**config.mk**
```make
export PLATFORM = sky130hd
export DESIGN_NAME = pcidr_target
export DESIGN_NICKNAME = d
export VERILOG_FILES = /design/src/hw/pcidr_pkg.sv /design/src/hw/pcidr_target.sv /design/src/hw/pcidr_sync.sv
export SDC_FILE = /design/constraint.sdc
export NUM_CORES = 1
export LEC_CHECK = 0
export CORE_MARGIN = 2
export CORE_UTILIZATION = 40
export CTS_CLUSTER_DIAMETER = 50
export DETAILED_ROUTE_END_ITERATION = 12
export DONT_BUFFER_PORTS = 1
export PLACE_DENSITY = 0.6
export SETUP_SLACK_MARGIN = 0.4
export SLEW_MARGIN = 30
export SYNTH_ARGS = -nofsm -noshare
export SYNTH_HDL_FRONTEND = slang
export SYNTH_SLANG_ARGS = --single-unit
export TNS_END_PERCENT = 5
```
**constraint.sdc**
```tcl
create_clock -name clock -period 3.83 [get_ports clock]
set_input_delay 0.1915 -clock clock [delete_from_list [all_inputs] [get_ports clock]]
set_output_delay 0.1915 -clock clock [all_outputs]
set_load 0.005 [all_outputs]
```
**src/hw/pcidr_pkg.sv**
```systemverilog
package pcidr_pkg;

  // register byte offsets on the axi4-lite slave
  localparam logic [11:0] MODE_ARB_OFF = 12'h000;
  localparam logic [11:0] LOC_REGION_OFF = 12'h004;
  localparam logic [11:0] STATUS_OFF = 12'h008;

  localparam logic [31:0] MODE_ARB_RST = 32'h00000000;
  localparam logic [31:0] LOC_REGION_RST = 32'h00000000;

  // mode_arbitration_reg fields
  localparam int COMPLY_BIT = 24;
  localparam int NO_WRITE_BIT = 25;
  localparam int WR_FLUSH_BIT = 26;
  localparam int NO_FLUSH_BIT = 28;

  // local_region_descriptor retry delay field
  localparam int RETRY_DLY_LSB = 28;
  localparam int RETRY_DLY_W = 4;

  // status word padding above the flags
  localparam int STATUS_PAD_W = 28;

  // latency limits in pci clocks
  localparam int LAT_W = 5;
  localparam logic [4:0] FIRST_LAT_LAST = 5'h0f;
  localparam logic [4:0] NEXT_LAT_LAST = 5'h07;
  localparam logic [4:0] LAT_MAX = 5'h1f;

  // delayed read flush timeout in pci clocks
  localparam int FLUSH_CLKS_DFLT = 32768;
  localparam int FLUSH_W = 16;

  localparam logic [3:0] CMD_MEM_RD = 4'h6;
  localparam logic [3:0] CMD_MEM_WR = 4'h7;
  localparam logic [3:0] BE_ALL_N = 4'h0;
  localparam logic [31:0] ADDR_STEP = 32'h00000004;

  localparam logic [1:0] RESP_OKAY = 2'h0;
  localparam logic [1:0] RESP_SLVERR = 2'h2;

  typedef struct packed {
    logic frame_n;
    logic irdy_n;
    logic [3:0] cbe_n;
    logic [31:0] ad;
  } pcidr_pin_in_t;

  typedef struct packed {
    logic devsel_n;
    logic trdy_n;
    logic stop_n;
    logic ctl_oe_n;
    logic [31:0] ad;
    logic ad_oe_n;
  } pcidr_pin_out_t;

  typedef struct packed {
    logic write;
    logic [31:0] addr;
    logic [3:0] local_byte_enables_n;
    logic [31:0] data;
  } pcidr_loc_req_t;

  typedef enum logic [5:0] {
    S_IDLE = 6'h01,
    S_DECODE = 6'h02,
    S_WDATA = 6'h04,
    S_RWAIT = 6'h08,
    S_RDATA = 6'h10,
    S_END = 6'h20
  } pcidr_state_t;

  localparam int PIN_IN_W = $bits(pcidr_pin_in_t);

endpackage

```
**src/hw/pcidr_target.sv**
```systemverilog
// The register addresses and the AXI4-Lite slave port were decided locally.
`timescale 1ns/100ps
module pcidr_target #(
  parameter int FLUSH_CLKS = pcidr_pkg::FLUSH_CLKS_DFLT
) (
  input wire logic clock,
  input wire logic rst,
  // pci side
  input wire logic pci_clk,
  input wire pcidr_pkg::pcidr_pin_in_t pci_in,
  output pcidr_pkg::pcidr_pin_out_t pci_out,
  // local side
  output pcidr_pkg::pcidr_loc_req_t loc_req,
  output logic loc_req_valid,
  input wire logic loc_req_ready,
  input wire logic loc_rd_valid,
  input wire logic [31:0] loc_rd_data,
  // axi4-lite slave
  input wire logic [11:0] s_axi_awaddr,
  input wire logic s_axi_awvalid,
  output logic s_axi_awready,
  input wire logic [31:0] s_axi_wdata,
  input wire logic [3:0] s_axi_wstrb,
  input wire logic s_axi_wvalid,
  output logic s_axi_wready,
  output logic [1:0] s_axi_bresp,
  output logic s_axi_bvalid,
  input wire logic s_axi_bready,
  input wire logic [11:0] s_axi_araddr,
  input wire logic s_axi_arvalid,
  output logic s_axi_arready,
  output logic [31:0] s_axi_rdata,
  output logic [1:0] s_axi_rresp,
  output logic s_axi_rvalid,
  input wire logic s_axi_rready
);
  localparam logic [15:0] FLUSH_LAST = 16'(FLUSH_CLKS - 1);

  // pin and clock sampling
  pcidr_pkg::pcidr_pin_in_t pin_s;
  logic pclk_s;
  logic pclk_prev_q;

  pcidr_sync #(.W(pcidr_pkg::PIN_IN_W), .RST_VAL('1)) u_pin_sync (
    .clock(clock),
    .rst(rst),
    .d(pci_in),
    .q(pin_s)
  );

  pcidr_sync #(.W(1), .RST_VAL(1'b0)) u_clk_sync (
    .clock(clock),
    .rst(rst),
    .d(pci_clk),
    .q(pclk_s)
  );

  wire logic pedge = pclk_s & ~pclk_prev_q;
  wire logic frame_n = pin_s.frame_n;
  wire logic irdy_n = pin_s.irdy_n;

  // registers
  logic [31:0] mode_q;
  logic [31:0] mode_d;
  logic [31:0] lrd_q;
  logic [31:0] lrd_d;

  wire logic comply = mode_q[pcidr_pkg::COMPLY_BIT];
  wire logic no_write = mode_q[pcidr_pkg::NO_WRITE_BIT];
  wire logic wr_flush = mode_q[pcidr_pkg::WR_FLUSH_BIT];
  wire logic no_flush = mode_q[pcidr_pkg::NO_FLUSH_BIT];
  wire logic [4:0] retry_dly =
    {1'b0, lrd_q[pcidr_pkg::RETRY_DLY_LSB +: pcidr_pkg::RETRY_DLY_W]};

  // target state
  pcidr_pkg::pcidr_state_t st_q;
  pcidr_pkg::pcidr_state_t st_d;
  pcidr_pkg::pcidr_pin_out_t out_q;
  pcidr_pkg::pcidr_pin_out_t out_d;
  pcidr_pkg::pcidr_loc_req_t req_q;
  pcidr_pkg::pcidr_loc_req_t req_d;
  logic reqv_q;
  logic reqv_d;
  logic [31:0] addr_q;
  logic [31:0] addr_d;
  logic is_wr_q;
  logic is_wr_d;
  logic first_q;
  logic first_d;
  logic [4:0] lat_q;
  logic [4:0] lat_d;
  logic pend_q;
  logic pend_d;
  logic [31:0] paddr_q;
  logic [31:0] paddr_d;
  logic [3:0] pbe_q;
  logic [3:0] pbe_d;
  logic [15:0] flush_q;
  logic [15:0] flush_d;
  logic rbusy_q;
  logic rbusy_d;
  logic rok_q;
  logic rok_d;
  logic [31:0] rdata_q;
  logic [31:0] rdata_d;

  wire logic [3:0] cmd = pin_s.cbe_n;
  wire logic claim = (cmd == pcidr_pkg::CMD_MEM_RD) || (cmd == pcidr_pkg::CMD_MEM_WR);
  wire logic loc_busy = reqv_q | rbusy_q;
  wire logic match = (addr_q == paddr_q) && (pin_s.cbe_n == pbe_q);
  wire logic phase_done = ~irdy_n & ~out_q.trdy_n;
  wire logic [4:0] lat_inc = (lat_q == pcidr_pkg::LAT_MAX) ? lat_q : lat_q + 5'h01;
  wire logic [3:0] rd_be_n = (comply & no_flush) ? pcidr_pkg::BE_ALL_N : pin_s.cbe_n;
  wire logic late_first = first_q && (lat_q == pcidr_pkg::FIRST_LAT_LAST);
  wire logic late_next = !first_q && (lat_q == pcidr_pkg::NEXT_LAT_LAST);

  always_comb begin
    st_d = st_q;
    out_d = out_q;
    req_d = req_q;
    reqv_d = reqv_q;
    addr_d = addr_q;
    is_wr_d = is_wr_q;
    first_d = first_q;
    lat_d = lat_q;
    pend_d = pend_q;
    paddr_d = paddr_q;
    pbe_d = pbe_q;
    flush_d = flush_q;
    rbusy_d = rbusy_q;
    rok_d = rok_q;
    rdata_d = rdata_q;
    if (pedge) begin
      lat_d = lat_inc;
      if (pend_q) begin
        if (flush_q == FLUSH_LAST) begin
          pend_d = 1'b0;
          rok_d = 1'b0;
          flush_d = '0;
        end else begin
          flush_d = flush_q + 16'h0001;
        end
      end
      case (st_q)
        pcidr_pkg::S_IDLE: begin
          if (!frame_n && claim) begin
            addr_d = pin_s.ad;
            is_wr_d = (cmd == pcidr_pkg::CMD_MEM_WR);
            lat_d = '0;
            out_d.devsel_n = 1'b0;
            out_d.ctl_oe_n = 1'b0;
            st_d = pcidr_pkg::S_DECODE;
          end
        end
        pcidr_pkg::S_DECODE: begin
          if (!irdy_n) begin
            if (is_wr_q) begin
              if (comply && pend_q && no_write) begin
                out_d.stop_n = 1'b0;
                st_d = pcidr_pkg::S_END;
              end else begin
                if (wr_flush && !no_write && pend_q) begin
                  pend_d = 1'b0;
                  rok_d = 1'b0;
                end
                out_d.trdy_n = reqv_q;
                first_d = 1'b1;
                st_d = pcidr_pkg::S_WDATA;
              end
            end else if (comply) begin
              if (!pend_q) begin
                if (!loc_busy) begin
                  pend_d = 1'b1;
                  paddr_d = addr_q;
                  pbe_d = pin_s.cbe_n;
                  flush_d = '0;
                  rok_d = 1'b0;
                  req_d = '{write: 1'b0, addr: addr_q, local_byte_enables_n: rd_be_n,
                            data: '0};
                  reqv_d = 1'b1;
                end
                out_d.stop_n = 1'b0;
                st_d = pcidr_pkg::S_END;
              end else if (match && rok_q && !rbusy_q) begin
                out_d.ad = rdata_q;
                out_d.ad_oe_n = 1'b0;
                out_d.trdy_n = 1'b0;
                out_d.stop_n = 1'b0;
                st_d = pcidr_pkg::S_RDATA;
              end else begin
                out_d.stop_n = 1'b0;
                st_d = pcidr_pkg::S_END;
              end
            end else if (loc_busy) begin
              out_d.stop_n = 1'b0;
              st_d = pcidr_pkg::S_END;
            end else begin
              req_d = '{write: 1'b0, addr: addr_q, local_byte_enables_n: rd_be_n, data: '0};
              reqv_d = 1'b1;
              rok_d = 1'b0;
              lat_d = '0;
              st_d = pcidr_pkg::S_RWAIT;
            end
          end
        end
        pcidr_pkg::S_RWAIT: begin
          if (rok_q && !rbusy_q && !reqv_q) begin
            out_d.ad = rdata_q;
            out_d.ad_oe_n = 1'b0;
            out_d.trdy_n = 1'b0;
            out_d.stop_n = 1'b0;
            st_d = pcidr_pkg::S_RDATA;
          end else if (lat_q >= retry_dly) begin
            out_d.stop_n = 1'b0;
            st_d = pcidr_pkg::S_END;
          end
        end
        pcidr_pkg::S_RDATA: begin
          if (phase_done) begin
            out_d.trdy_n = 1'b1;
            out_d.ad_oe_n = 1'b1;
            rok_d = 1'b0;
            pend_d = 1'b0;
            st_d = pcidr_pkg::S_END;
          end
        end
        pcidr_pkg::S_WDATA: begin
          if (phase_done) begin
            req_d = '{write: 1'b1, addr: addr_q, local_byte_enables_n: pin_s.cbe_n,
                      data: pin_s.ad};
            reqv_d = 1'b1;
            addr_d = addr_q + pcidr_pkg::ADDR_STEP;
            first_d = 1'b0;
            lat_d = '0;
            out_d.trdy_n = 1'b1;
            if (frame_n) begin
              st_d = pcidr_pkg::S_END;
            end
          end else if (comply && (late_first || late_next)) begin
            out_d.trdy_n = 1'b1;
            out_d.stop_n = 1'b0;
            st_d = pcidr_pkg::S_END;
          end else begin
            out_d.trdy_n = reqv_q;
          end
        end
        pcidr_pkg::S_END: begin
          out_d.trdy_n = 1'b1;
          out_d.ad_oe_n = 1'b1;
          if (frame_n) begin
            out_d.devsel_n = 1'b1;
            out_d.stop_n = 1'b1;
            out_d.ctl_oe_n = 1'b1;
            st_d = pcidr_pkg::S_IDLE;
          end
        end
        default: begin
          st_d = pcidr_pkg::S_IDLE;
        end
      endcase
    end
    // local side runs every clock; an arriving word wins over a clear
    if (reqv_q && loc_req_ready) begin
      reqv_d = 1'b0;
      if (!req_q.write) begin
        rbusy_d = 1'b1;
      end
    end
    if (loc_rd_valid && rbusy_q) begin
      rbusy_d = 1'b0;
      rok_d = 1'b1;
      rdata_d = loc_rd_data;
    end
  end

  localparam pcidr_pkg::pcidr_pin_out_t OUT_IDLE = '{devsel_n: 1'b1, trdy_n: 1'b1,
    stop_n: 1'b1, ctl_oe_n: 1'b1, ad: '0, ad_oe_n: 1'b1};

  always_ff @(posedge clock) begin
    if (rst) begin
      pclk_prev_q <= 1'b0;
      st_q <= pcidr_pkg::S_IDLE;
      out_q <= OUT_IDLE;
      req_q <= '0;
      reqv_q <= 1'b0;
      addr_q <= '0;
      is_wr_q <= 1'b0;
      first_q <= 1'b0;
      lat_q <= '0;
      pend_q <= 1'b0;
      paddr_q <= '0;
      pbe_q <= '0;
      flush_q <= '0;
      rbusy_q <= 1'b0;
      rok_q <= 1'b0;
      rdata_q <= '0;
    end else begin
      pclk_prev_q <= pclk_s;
      st_q <= st_d;
      out_q <= out_d;
      req_q <= req_d;
      reqv_q <= reqv_d;
      addr_q <= addr_d;
      is_wr_q <= is_wr_d;
      first_q <= first_d;
      lat_q <= lat_d;
      pend_q <= pend_d;
      paddr_q <= paddr_d;
      pbe_q <= pbe_d;
      flush_q <= flush_d;
      rbusy_q <= rbusy_d;
      rok_q <= rok_d;
      rdata_q <= rdata_d;
    end
  end

  assign pci_out = out_q;
  assign loc_req = req_q;
  assign loc_req_valid = reqv_q;

  // axi4-lite slave
  logic aw_q;
  logic [11:0] awaddr_q;
  logic w_q;
  logic [31:0] wdata_q;
  logic [3:0] wstrb_q;
  logic bvalid_q;
  logic [1:0] bresp_q;
  logic rvalid_q;
  logic [1:0] rresp_q;
  logic [31:0] rd_word_q;

  wire logic wr_go = aw_q & w_q & ~bvalid_q;
  wire logic sel_mode = (awaddr_q == pcidr_pkg::MODE_ARB_OFF);
  wire logic sel_lrd = (awaddr_q == pcidr_pkg::LOC_REGION_OFF);
  wire logic sel_stat_w = (awaddr_q == pcidr_pkg::STATUS_OFF);
  wire logic [31:0] wmask = {{8{wstrb_q[3]}}, {8{wstrb_q[2]}}, {8{wstrb_q[1]}},
                              {8{wstrb_q[0]}}};
  wire logic [31:0] status_word = {{pcidr_pkg::STATUS_PAD_W{1'b0}}, rbusy_q, reqv_q,
                                    rok_q, pend_q};
  wire logic ar_go = s_axi_arvalid & ~rvalid_q;
  wire logic rd_mode = (s_axi_araddr == pcidr_pkg::MODE_ARB_OFF);
  wire logic rd_lrd = (s_axi_araddr == pcidr_pkg::LOC_REGION_OFF);
  wire logic rd_stat = (s_axi_araddr == pcidr_pkg::STATUS_OFF);
  wire logic [31:0] rd_mux = rd_mode ? mode_q : rd_lrd ? lrd_q : rd_stat ? status_word : '0;
  wire logic [1:0] rd_resp = (rd_mode | rd_lrd | rd_stat) ? pcidr_pkg::RESP_OKAY :
                             pcidr_pkg::RESP_SLVERR;
  wire logic [1:0] wr_resp = (sel_mode | sel_lrd | sel_stat_w) ? pcidr_pkg::RESP_OKAY :
                             pcidr_pkg::RESP_SLVERR;

  assign mode_d = (wr_go && sel_mode) ? ((mode_q & ~wmask) | (wdata_q & wmask)) : mode_q;
  assign lrd_d = (wr_go && sel_lrd) ? ((lrd_q & ~wmask) | (wdata_q & wmask)) : lrd_q;

  assign s_axi_awready = ~aw_q & ~bvalid_q;
  assign s_axi_wready = ~w_q & ~bvalid_q;
  assign s_axi_bvalid = bvalid_q;
  assign s_axi_bresp = bresp_q;
  assign s_axi_arready = ~rvalid_q;
  assign s_axi_rvalid = rvalid_q;
  assign s_axi_rresp = rresp_q;
  assign s_axi_rdata = rd_word_q;

  always_ff @(posedge clock) begin
    if (rst) begin
      mode_q <= pcidr_pkg::MODE_ARB_RST;
      lrd_q <= pcidr_pkg::LOC_REGION_RST;
      aw_q <= 1'b0;
      awaddr_q <= '0;
      w_q <= 1'b0;
      wdata_q <= '0;
      wstrb_q <= '0;
      bvalid_q <= 1'b0;
      bresp_q <= pcidr_pkg::RESP_OKAY;
    end else begin
      mode_q <= mode_d;
      lrd_q <= lrd_d;
      if (s_axi_awvalid && s_axi_awready) begin
        aw_q <= 1'b1;
        awaddr_q <= s_axi_awaddr;
      end else if (wr_go) begin
        aw_q <= 1'b0;
      end
      if (s_axi_wvalid && s_axi_wready) begin
        w_q <= 1'b1;
        wdata_q <= s_axi_wdata;
        wstrb_q <= s_axi_wstrb;
      end else if (wr_go) begin
        w_q <= 1'b0;
      end
      if (wr_go) begin
        bvalid_q <= 1'b1;
        bresp_q <= wr_resp;
      end else if (s_axi_bready) begin
        bvalid_q <= 1'b0;
      end
    end
  end

  always_ff @(posedge clock) begin
    if (rst) begin
      rvalid_q <= 1'b0;
      rresp_q <= pcidr_pkg::RESP_OKAY;
      rd_word_q <= '0;
    end else if (ar_go) begin
      rvalid_q <= 1'b1;
      rresp_q <= rd_resp;
      rd_word_q <= rd_mux;
    end else if (s_axi_rready) begin
      rvalid_q <= 1'b0;
    end
  end

endmodule

```
**src/hw/pcidr_sync.sv**
```systemverilog
`timescale 1ns/100ps
module pcidr_sync #(
  parameter int W = 1,
  parameter logic [W-1:0] RST_VAL = '1
) (
  input wire logic clock,
  input wire logic rst,
  input wire logic [W-1:0] d,
  output logic [W-1:0] q
);
  logic [W-1:0] s1_q;
  logic [W-1:0] s2_q;
  logic [W-1:0] s3_q;
  logic [W-1:0] q_d;
  wire logic [W-1:0] agree = ~(s2_q ^ s3_q);

  // a bit changes only once the second and third stages agree
  assign q_d = (s2_q & agree) | (q & ~agree);

  always_ff @(posedge clock) begin
    if (rst) begin
      s1_q <= RST_VAL;
      s2_q <= RST_VAL;
      s3_q <= RST_VAL;
      q <= RST_VAL;
    end else begin
      s1_q <= d;
      s2_q <= s1_q;
      s3_q <= s2_q;
      q <= q_d;
    end
  end
endmodule

```
# ---- Yosys cells after proc, flatten, opt, wreduce, memory -nomap -nowiden
# Index checks and enable logic that the tools add are counted.
dict set report op_classes {
  addsub 3
  magnitude_cmp 1
  eq_ne 42
  mux 122
  bitwise 41
  n_reduce_logical 54
}
# op count
set op_table {}
lappend op_table {{69-bit two-way mux} 6}
lappend op_table {{33-bit two-way mux} 6}
lappend op_table {{69-bit one-hot mux with 2 select lines} 1}
lappend op_table {{16-bit two-way mux} 8}
lappend op_table {{32-bit two-way mux} 4}
lappend op_table {{32-bit one-hot mux with 2 select lines} 2}
lappend op_table {{32-bit AND} 3}
lappend op_table {{6-bit two-way mux} 15}
lappend op_table {{38-bit AND} 2}
lappend op_table {{38-bit NOT} 2}
lappend op_table {{32-bit OR} 2}
lappend op_table {{1-bit two-way mux} 55}
lappend op_table {{38-bit OR} 1}
lappend op_table {{38-bit bitwise XOR} 1}
lappend op_table {{6-bit one-hot mux with 6 select lines} 1}
lappend op_table {{5-bit two-way mux} 7}
lappend op_table {{32-bit by 3-bit adder with 32-bit output, second input constant} 1}
lappend op_table {{32-bit equality test} 1}
lappend op_table {{32-bit NOT} 1}
lappend op_table {{9-bit AND reduction} 3}
lappend op_table {{2-bit != test, second input constant} 13}
lappend op_table {{12-bit by 3-bit equality test with 1-bit output, second input constant} 2}
lappend op_table {{12-bit by 4-bit equality test with 1-bit output, second input constant} 2}
lappend op_table {{12-bit zero test} 2}
lappend op_table {{42 further kinds} 122}
dict set report totals {
  reg_bits 548
  input_bits 140
  out_inout_bits 148
  word_cells 307
}

# ---- Logic depth before layout (Yosys ltp)
# Gate-level depths: netlist of the first run.
dict set report depth {
  word_depth 11
  mapped_depth 10
}

# ---- Modules after synthesis
# From an unflattened synthesis of the first run, not the netlist that was laid out.
dict set report unflattened {
  cells_unflattened 2361
  hier_area_um2 20766.2
}
# mod n_inst cells_each area_each_um2
set modules_own_cells {}
lappend modules_own_cells {pcidr_target 1 1950 15980.3}
lappend modules_own_cells {{pcidr_sync at u_pin_sync} 1 401 4673.2}
lappend modules_own_cells {{pcidr_sync at u_clk_sync} 1 10 112.6}

# ---- Least setup slack after synthesis of the first run
# Ideal clock, no wire load.
dict set report synth_path {
  kind {register to register}
  startpoint {register st_q[3]}
  endpoint {register out_q (netlist bit pci_out[10])}
  setup_ns 0.095
  arrival_ns 2.592
  t_required_ns 3.735
  setup_slack_ns 1.143
  stages_incl_launch_ff 11
  path_cell_list {dfxtp_1 -> buf_2 -> or4_1 -> buf_2 -> or3_4 -> or3_1 -> buf_2 -> or2_1 -> buf_6 -> buf_6 -> o311ai_1}
}
dict set report synth_between {
  elab_chain_len 3
}
# item line
set synth_rtl {}
lappend synth_rtl {{start: declaration} pcidr_target.sv:76} ;# pcidr_pkg::pcidr_state_t st_q;
lappend synth_rtl {{start signal: assignment} pcidr_target.sv:282} ;# st_q <= pcidr_pkg::S_IDLE;
lappend synth_rtl {{start signal: assignment} pcidr_target.sv:299} ;# st_q <= st_d;
lappend synth_rtl {{6-bit by 2-bit equality test with 1-bit output / 6-bit by 4-bit equality test with 1-bit output (equally long branches)} pcidr_target.sv:144} ;# case (st_q)
lappend synth_rtl {{2-bit != test (no line) / 2-bit nonzero test (equally long branches)} --}
lappend synth_rtl {{8-bit AND reduction (no line)} --}
lappend synth_rtl {{end signal: assignment} pcidr_target.sv:300} ;# out_q <= out_d;
lappend synth_rtl {{end: declaration} pcidr_target.sv:78} ;# pcidr_pkg::pcidr_pin_out_t out_q;
# Parallel ways exist; a longest one is shown, timed or not.
# A chain may end at the register's enable or synchronous reset.

# ---- Worst setup path in the final report of the first run
dict set report layout_path {
  startpoint {register st_q[2]}
  endpoint {register out_q (netlist bit pci_out[4])}
}
# The elaborated chain is that of the path after synthesis.

==> results of run 1 <==
==> cells by family after synthesis <==
family | Yosys count | synth area share [%]
other cells | 1 | 0.0179
simple gates | 982 | 21.3
flops | 545 | 51.9
buf+inv | 218 | 4.15
fa+ha+maj | 7 | 0.417
compound gates | 615 | 18.3
xor+xnor | 46 | 1.92
mux | 40 | 1.91
==> final cells by class <==
| class | instances | area, sq um | area share, % |
|---|---|---|---|
| Inverter | 21 | 81.3 | 0.308 |
| Tap cell | 680 | 851 | 3.23 |
| Clock buffer | 91 | 1920 | 7.27 |
| Timing Repair Buffer | 301 | 2970 | 11.3 |
| Sequential cell | 545 | 10900 | 41.4 |
| Clock inverter | 29 | 368 | 1.39 |
| Multi-Input combinational cell | 1692 | 9280 | 35.2 |
==> through the flow <==
step                      utilization, %  hold WS (ps)  setup WS [ps]  cell area (sq um)
final                               51.1          33.9            750              26400
after global routing                51.1          39.5            590              26400
after CTS                           51.1          1.98            774              26400
after detailed placement            41.5           297            825              21400
after global placement              41.4           295            877              21400
after floorplan                        -           291           1140              21000
==> power by group through the flow <==
stage	combinational, W	sequential (W)	clock, W
4_1_cts	0.000466	0.00587	0.00656
5_1_grt	0.000517	0.00588	0.00681
6_report	0.000469	0.00587	0.00643
2_1_floorplan	0.000265	0.00596	0
3_3_place_gp	0.000261	0.00599	0
3_5_place_dp	0.000267	0.00599	0
==> cell usage after synthesis, types with 13 or more instances <==
cell type,number,share of area (%)
nor3_1,80,1.9
o21ai_0,85,2.0
dfxtp_1,545,52
inv_1,20,0.36
clkbuf_1,183,3.3
and2_1,13,0.39
o311ai_1,32,1.3
a31oi_1,37,1.1
or2_2,119,3.5
a22o_1,33,1.4
a21oi_1,284,6.8
nor4_1,17,0.51
o2111ai_1,33,1.4
xor2_1,37,1.5
nand2_1,444,7.9
nor2_1,171,3.1
mux2i_1,39,1.9
a211oi_1,15,0.54
a221oi_1,29,1.2
nand3_1,68,1.6
==> per-layer routing <==
| layer | track usage [%] | up-vias | part of all wire [%] |
|---|---|---|---|
| met1 | 28.8 | 8694 | 45 |
| met5 | 0 | - | 0.022 |
| li1 | - | 8907 | - |
| met4 | 7.72 | 2 | 3.2 |
| met3 | 5.10 | 114 | 6.6 |
| met2 | 33.6 | 527 | 45 |
==> final timing paths <==
path,from,to,slack [ps],depth (start not counted)
worst max-delay path,st_q[2],pci_out[4],750,7
worst min-delay path,s_axi_araddr[3],s_axi_rdata[1],30,3
worst max register to register,st_q[2],pci_out[4],750,7
worst min register to register,u_pin_sync.s1_q[3],u_pin_sync.s2_q[3],400,1
==> critical path, stage by stage, from the launching register on <==
cell and delay (ps):
dfxtp_1 380, or4_1 660, or3_4 420, or3_1 340, buf_4 250, or2_1 250, buf_4 260, o311ai_1 340
==> timing repair <==
action	in CTS	in global routing
endpoints found under the setup margin	0	0
hold endpoints to repair	428	0
hold buffers	267	0
==> results.json, run 1 <==
{
  "min_period_over_period_pct": 80.4,
  "track_usage_pct": 21.5,
  "p_leak_nw": 9.62,
  "area_growth_pct": 25.5,
  "avgViaCountPerCell": 5.43,
  "final_antenna_net_count": 0,
  "fin_tns_setup_ps": 0,
  "fmax_ghz": 0.325,
  "clockPowerShare_pct": 50.4,
  "die_x_um": 233,
  "dieArea_sq_um": 54400,
  "finalWirelength_um": 60200,
  "worst-slew-pin-transition_ps": 1240,
  "core_sq_um": 51600,
  "die_height_um": 233,
  "dpl.hpwl_um": 37100,
  "report.final.slew_viol_count": 0,
  "ir_worst_vdd_uv": 271,
  "row_count": 83,
  "vias": 18200,
  "fin_crit_ps": 3080,
  "syn_area_sq_um": 21000,
  "place_inst": 2972,
  "power.switching_w": 0.00280,
  "fin_nets": 2775,
  "diodes": 0,
  "cts.sinks": 545,
  "hp-class": "primary input to flop",
  "htree_levels": 3,
  "max_cap_violations": 0,
  "antenna_found_initial": 1,
  "end_kind": "flop",
  "final_cell_mix": "dfxtp_1 (545), nand2_1 (444), a21oi_1 (284), dlygate4sd3_1 (266), nor2_1 (168)",
  "grt_pass1_vias": 17000,
  "async_flop_share_pct": 0,
  "synth_ff_type": "dfxtp_1",
  "setup_violations": 0,
  "timing.slew.headroom_pct": 17.3,
  "power_density_nw_per_um2": 484,
  "num-fill-cells": 4769,
  "cts_root_buf": "clkbuf_16",
  "sw_frac_of_total_pct": 21.9,
  "drive_above_1_share_pct": 10.7,
  "yosys_register_bits": 545,
  "mostFrequentLayoutCell": "dfxtp_1",
  "seqPwrFrac_pct": 46.0,
  "clock_latency_ps": 600,
  "post_cts_buffers": 0,
  "post_cts_resized": 0,
  "final_cells": 3359,
  "io_buffers": 0,
  "synth-edff-count": 0,
  "cts_made_buffers": 67,
  "grt_max_degree": 219,
  "routabilityCongestion": 0.863,
  "dr.pass1.iters": 5,
  "synth-seq-area-share_pct": 51.9,
  "finalHoldViolations": 0,
  "grt_pass1_wl_um": 93200,
  "intPower_w": 0.00998,
  "crit_type": "flop to flop",
  "ioPinCount": 288,
  "cts_tree": "yes",
  "worst_setup_path_start_kind": "flop",
  "grt_overflow_total": 0,
  "rsz0062_at_grt": "no",
  "initial_core_util_pct": 40.7,
  "postSynthCellCount": 2454,
  "critPathMaxFanout": 34,
  "drc": 0,
  "outcome": "completed",
  "skew_ps": 34.9,
  "yosysWarnings": 0,
  "total_power_w": 0.0128,
  "clk_pin_slew_ps": 60,
  "avgSynthCellArea_sq_um": 8.56,
  "yosysUniqueCellTypes": 72,
  "cp_data_arrival_time_ps": 3540,
  "cts_buffer_depth": 3,
  "wire_per_inst_um": 17.9,
  "required_ps": 4290,
  "dr.first_iter.drc_count": 1280,
  "comb_power_share_pct": 3.7
}
Power figures use the tool's default switching activity.
==> run 2, diff against run 1 <==
--- a/config.mk
+++ b/config.mk
@@ -10,7 +10,7 @@
 export CTS_CLUSTER_DIAMETER = 50
 export DETAILED_ROUTE_END_ITERATION = 12
 export DONT_BUFFER_PORTS = 1
-export PLACE_DENSITY = 0.6
+export PLACE_DENSITY = 0.62
 export SETUP_SLACK_MARGIN = 0.4
 export SLEW_MARGIN = 30
 export SYNTH_ARGS = -nofsm -noshare
==> constraint.sdc (replaced) <==
create_clock -name clock -period 2.69 [get_ports clock]
set_input_delay 0.1345 -clock clock [delete_from_list [all_inputs] [get_ports clock]]
set_output_delay 0.1345 -clock clock [all_outputs]
set_load 0.005 [all_outputs]
==> results.json, run 2 (synthesis gave the netlist of run 1 again) <==
{
  "clock_latency_ps": 600,
  "critPathMaxFanout": 52,
  "rr_endpoint": "addr_q[16]",
  "fmax_ghz": 0.416,
  "failed_checks": "negative hold slack",
  "routabilityCongestion": 0.878,
  "worst-slew-pin-transition_ps": 726,
  "finalWirelength_um": 62900,
  "area_growth_pct": 31.8,
  "cts.sinks": 545,
  "min_period_over_period_pct": 89.4,
  "grt_pass1_wl_um": 95800,
  "r2r_slack_ps": 290,
  "drive_above_1_share_pct": 13.3,
  "io_buffers": 0,
  "rsz0062_at_grt": "yes",
  "vias": 19100,
  "grtUsageMet1_pct": 28.3,
  "cts_tree": "yes",
  "fin_nets": 2889,
  "initial_core_util_pct": 40.7,
  "cts_made_buffers": 68,
  "setup_violations": 0,
  "end_kind": "flop",
  "r2r-start": "st_q[4]",
  "fin_tns_setup_ps": 0,
  "skew_ps": 27.1,
  "reg2reg_depth": 7,
  "worst_setup_path_start_kind": "flop",
  "whs_ps": -342,
  "core_sq_um": 51600,
  "fin_crit_ps": 2400,
  "row_count": 83,
  "dieArea_sq_um": 54400,
  "die_height_um": 233,
  "dpl.hpwl_um": 38400,
  "required_ps": 3130,
  "cts_buffer_depth": 3,
  "antenna_found_initial": 1,
  "die_x_um": 233,
  "timing.slew.headroom_pct": 51.6,
  "hp-class": "primary input to flop",
  "ioPinCount": 288,
  "grt_pass1_vias": 17800,
  "ir_worst_vdd_uv": 369,
  "post-route-util_pct": 53.6,
  "busiest_layer": "met2",
  "outcome": "finished with violations",
  "grtUsageMet3_pct": 5.46,
  "p_leak_nw": 9.98,
  "clk_pin_slew_ps": 60,
  "htree_levels": 3,
  "report.final.slew_viol_count": 0,
  "use_met2_pct": 35.0,
  "dr.pass1.iters": 6,
  "drc": 0,
  "power_density_nw_per_um2": 657,
  "whs_path_depth": 1,
  "cts_root_buf": "clkbuf_16",
  "grt_max_degree": 424,
  "grt_overflow_total": 0,
  "crit_type": "flop to flop",
  "final_cell_mix": "dfxtp_1 (542), nand2_1 (443), dlygate4sd3_1 (328), a21oi_1 (284), nor2_1 (168)",
  "finalHoldViolations": 194,
  "mostFrequentLayoutCell": "dfxtp_1",
  "max_cap_violations": 0,
  "avgViaCountPerCell": 5.49,
  "track_usage_pct": 22.0,
  "min_from": "rst",
  "wire_per_inst_um": 18.1,
  "cp_data_arrival_time_ps": 2850,
  "dr.first_iter.drc_count": 1420,
  "final_antenna_net_count": 0
}
run 2: cell types whose count changed in the layout (fill, tap and decap cells not counted), moves of 4 or more:
cell           delta
buf_12            +7
buf_4            +40
dlygate4sd3_1    +62
o311ai_1         -13
o2111ai_2         +5
inv_8             +4
o2111ai_1         -5
o311ai_2         +11
clkbuf_8          -7
run 2: area by class of cell:
type | instances | area [sq um]
Fill cell | 4655 | 23900
Inverter | 21 | 81.3
Antenna cell | 1 | 2.50
Clock buffer | 87 | 1830
Multi-Input combinational cell | 1692 | 9520
Tap cell | 680 | 851
Sequential cell | 545 | 10900
Clock inverter | 30 | 403
Timing Repair Buffer | 414 | 4080
run 2: timing repair:
action	4_1_cts	5_1_grt
setup endpoints to repair	164	227
hold buffers	302	26
endpoints found under the hold margin	440	223
gates cloned	1	1
buffers inserted	1	3
gates resized for setup	31	28
pin swaps	5	3
run 2: worst max path at each step:
stage	from	to	slack, ps	cells past startpoint
6_report	st_q[4]	addr_q[16]	290	7
5_1_grt	st_q[0]	pci_out[14]	230	6
4_1_cts	st_q[2]	pci_out[31]	320	6
3_5_place_dp	st_q[0]	pci_out[23]	80	6
3_3_place_gp	st_q[0]	pci_out[28]	160	6
2_1_floorplan	st_q[3]	pci_out[20]	50	10
run 2: stage by stage:
stage | instance area (sq um) | hold WS [ps] | std cells | setup WS (ps) | total power, W
floorplan | 21000 | 234 | 2455 | 53.7 | 0.00886
global placement | 21800 | 235 | 3018 | 159 | 0.00890
detailed placement | 21800 | 240 | 3018 | 83.1 | 0.00891
CTS | 27200 | -382 | 3439 | 316 | 0.0183
global route | 27700 | -388 | 3469 | 230 | 0.0188
finish | 27700 | -342 | 3470 | 286 | 0.0182
run 2: power breakdown:
part           switching [W]  leakage (nW)  internal (W)
Combinational       0.000302          4.47      0.000421
Clock                0.00362          1.09       0.00547
Sequential          0.000120          4.43       0.00824
Total                0.00405          9.98        0.0141
run 2: worst max-delay path, stage by stage (launching register included):
cell,delay (ps)
dfxtp_1,310
buf_4,170
or3b_2,540
nor3_2,260
o21a_1,230
buf_12,240
a21oi_1,90
a311oi_1,400
run 2: routing by layer:
layer  vias to the layer above  routed length (um)
met5                         -                  13
met4                         2                2440
met3                       158                4500
met2                       638               29000
met1                      9130               27000
li1                       9123                   -
==> run 3, diff against run 2 <==
--- a/config.mk
+++ b/config.mk
@@ -7,6 +7,7 @@
 export LEC_CHECK = 0
 export CORE_MARGIN = 2
 export CORE_UTILIZATION = 40
+export CTS_BUF_LIST = sky130_fd_sc_hd__clkbuf_2
 export CTS_CLUSTER_DIAMETER = 50
 export DETAILED_ROUTE_END_ITERATION = 12
 export DONT_BUFFER_PORTS = 1
==> results.json, run 3 (synthesis gave the netlist of run 1 again) <==
{
  "fin_nets": 3067,
  "routabilityCongestion": 0.878,
  "rr_endpoint": "loc_req[15]",
  "ir_worst_vdd_uv": 322,
  "finalWirelength_um": 65800,
  "crit_type": "flop to flop",
  "critPathMaxFanout": 32,
  "fmax_ghz": 0.409,
  "whs_path_depth": 1,
  "setup_violations": 0,
  "htree_levels": 4,
  "area_growth_pct": 31.8,
  "r2r-start": "st_q[5]",
  "whs_ps": -1060,
  "fin_tns_setup_ps": 0,
  "initial_core_util_pct": 40.7,
  "crit_family": "simple AND/OR/NAND/NOR gates",
  "max_cap_violations": 0,
  "mostFrequentLayoutCell": "dfxtp_1",
  "vias": 19900,
  "cp_data_arrival_time_ps": 3720,
  "clk_pin_slew_ps": 130,
  "end_kind": "flop",
  "clock_latency_ps": 1320,
  "crit_chain": "or3_1 > nor2_4 > a221o_1 > or2_2 > nor2_2 > buf_4 > a22o_1",
  "grt_pass1_wl_um": 102000,
  "rsz0062_at_grt": "yes",
  "final_cell_mix": "dfxtp_1 (540), nand2_1 (443), dlygate4sd3_1 (424), a21oi_1 (283), clkbuf_2 (213)",
  "die_x_um": 233,
  "r2r_slack_ps": 240,
  "crit_slowest_cell": "dfxtp_1",
  "post-route-util_pct": 53.6,
  "row_count": 83,
  "cts_root_buf": "clkbuf_2",
  "ioPinCount": 288,
  "cts.sinks": 545,
  "finalHoldViolations": 333,
  "die_height_um": 233,
  "report.final.slew_viol_count": 0,
  "dr.pass1.iters": 5,
  "grt_max_degree": 424,
  "failed_checks": "negative hold slack",
  "cpPeakStageDelay_ps": 510,
  "worst_setup_path_start_kind": "flop",
  "cp_num_buf_inv": 1,
  "grt_pass1_vias": 19400,
  "core_sq_um": 51600,
  "avgViaCountPerCell": 5.37,
  "required_ps": 3960,
  "cts_buffer_depth": 3,
  "track_usage_pct": 23.6,
  "power_density_nw_per_um2": 543,
  "min_period_over_period_pct": 91.0,
  "dpl.hpwl_um": 38400,
  "skew_ps": 95.1,
  "worst-slew-pin-transition_ps": 862,
  "drc": 0,
  "cts_tree": "yes",
  "outcome": "finished with violations",
  "dr.first_iter.drc_count": 1287,
  "min_to": "s_axi_rdata[5]",
  "p_leak_nw": 9.74,
  "reg2reg_depth": 7,
  "fin_crit_ps": 2450,
  "wire_per_inst_um": 17.7,
  "drive_above_1_share_pct": 16.2,
  "min_from": "rst",
  "hp-class": "primary input to flop",
  "grt_overflow_total": 0,
  "timing.slew.headroom_pct": 42.6,
  "antenna_found_initial": 5,
  "cts_made_buffers": 150,
  "io_buffers": 0,
  "final_antenna_net_count": 0,
  "dieArea_sq_um": 54400
}
-- run 3: changes by cell type in the layout (fill, tap and decap cells not counted), moves of 7 or more --
cell           before  now
clkbuf_1           13    0
clkbuf_16          69    0
clkbuf_2            0  213
clkinv_1            0   20
dlygate4sd3_1     328  424
o311ai_1           19   27
o311ai_2           11    4
-- run 3: cell type report --
class | count | area (sq um)
clock buffers | 213 | 1070
inverters | 21 | 81.3
fillers | 4751 | 23900
diodes | 7 | 17.5
repair buffers | 510 | 5030
flip-flops and latches | 545 | 10900
multi-input cells | 1692 | 9490
well taps | 680 | 851
clock inverters | 38 | 238
-- run 3: worst max-delay path by stage --
stage                  end  cells after the start  slack (ps)  startpoint
2_1_floorplan  pci_out[20]                     10          50     st_q[3]
4_1_cts         addr_q[20]                      7         280     st_q[4]
3_5_place_dp   pci_out[23]                      6          80     st_q[0]
5_1_grt        pci_out[14]                      8         180        flop
3_3_place_gp   pci_out[28]                      6         160     st_q[0]
6_report       loc_req[15]                      7         240     st_q[5]
-- run 3: metal layers --
layer	wire length (um)	track usage (%)	part of all wire (%)	up-vias
met5	7	0	0.011	-
li1	-	-	-	9562
met2	30700	37.2	47	695
met3	5100	7.19	7.7	186
met4	2810	12.7	4.3	2
met1	27100	28.7	41	9461
-- run 3: power by group --
| group | internal (W) | total [W] | switching (W) |
|---|---|---|---|
| Combinational | 0.000485 | 0.000802 | 0.000317 |
| Clock | 0.00226 | 0.00589 | 0.00363 |
| Sequential | 0.00822 | 0.00834 | 0.000121 |
| Total | 0.0110 | 0.0150 | 0.00406 |
-- run 3: repair_timing --
action	CTS	global route
endpoints found under the hold margin	545	403
pin swaps	4	8
setup endpoints to repair	158	217
hold buffers	415	12
gates resized for setup	30	21
setup buffers	2	2
-- run 3: through the flow --
| step | total power (W) | hold slack [ps] | worst slack (ps) | area (sq um) | std cells |
|---|---|---|---|---|---|
| after global routing | 0.0158 | -1210 | 175 | 27700 | 3704 |
| after floorplan | 0.00886 | 234 | 53.7 | 21000 | 2455 |
| after CTS | 0.0152 | -1270 | 275 | 27500 | 3686 |
| after global placement | 0.00890 | 235 | 159 | 21800 | 3018 |
| final | 0.0150 | -1060 | 242 | 27700 | 3706 |
| after detailed placement | 0.00891 | 240 | 83.1 | 21800 | 3018 |
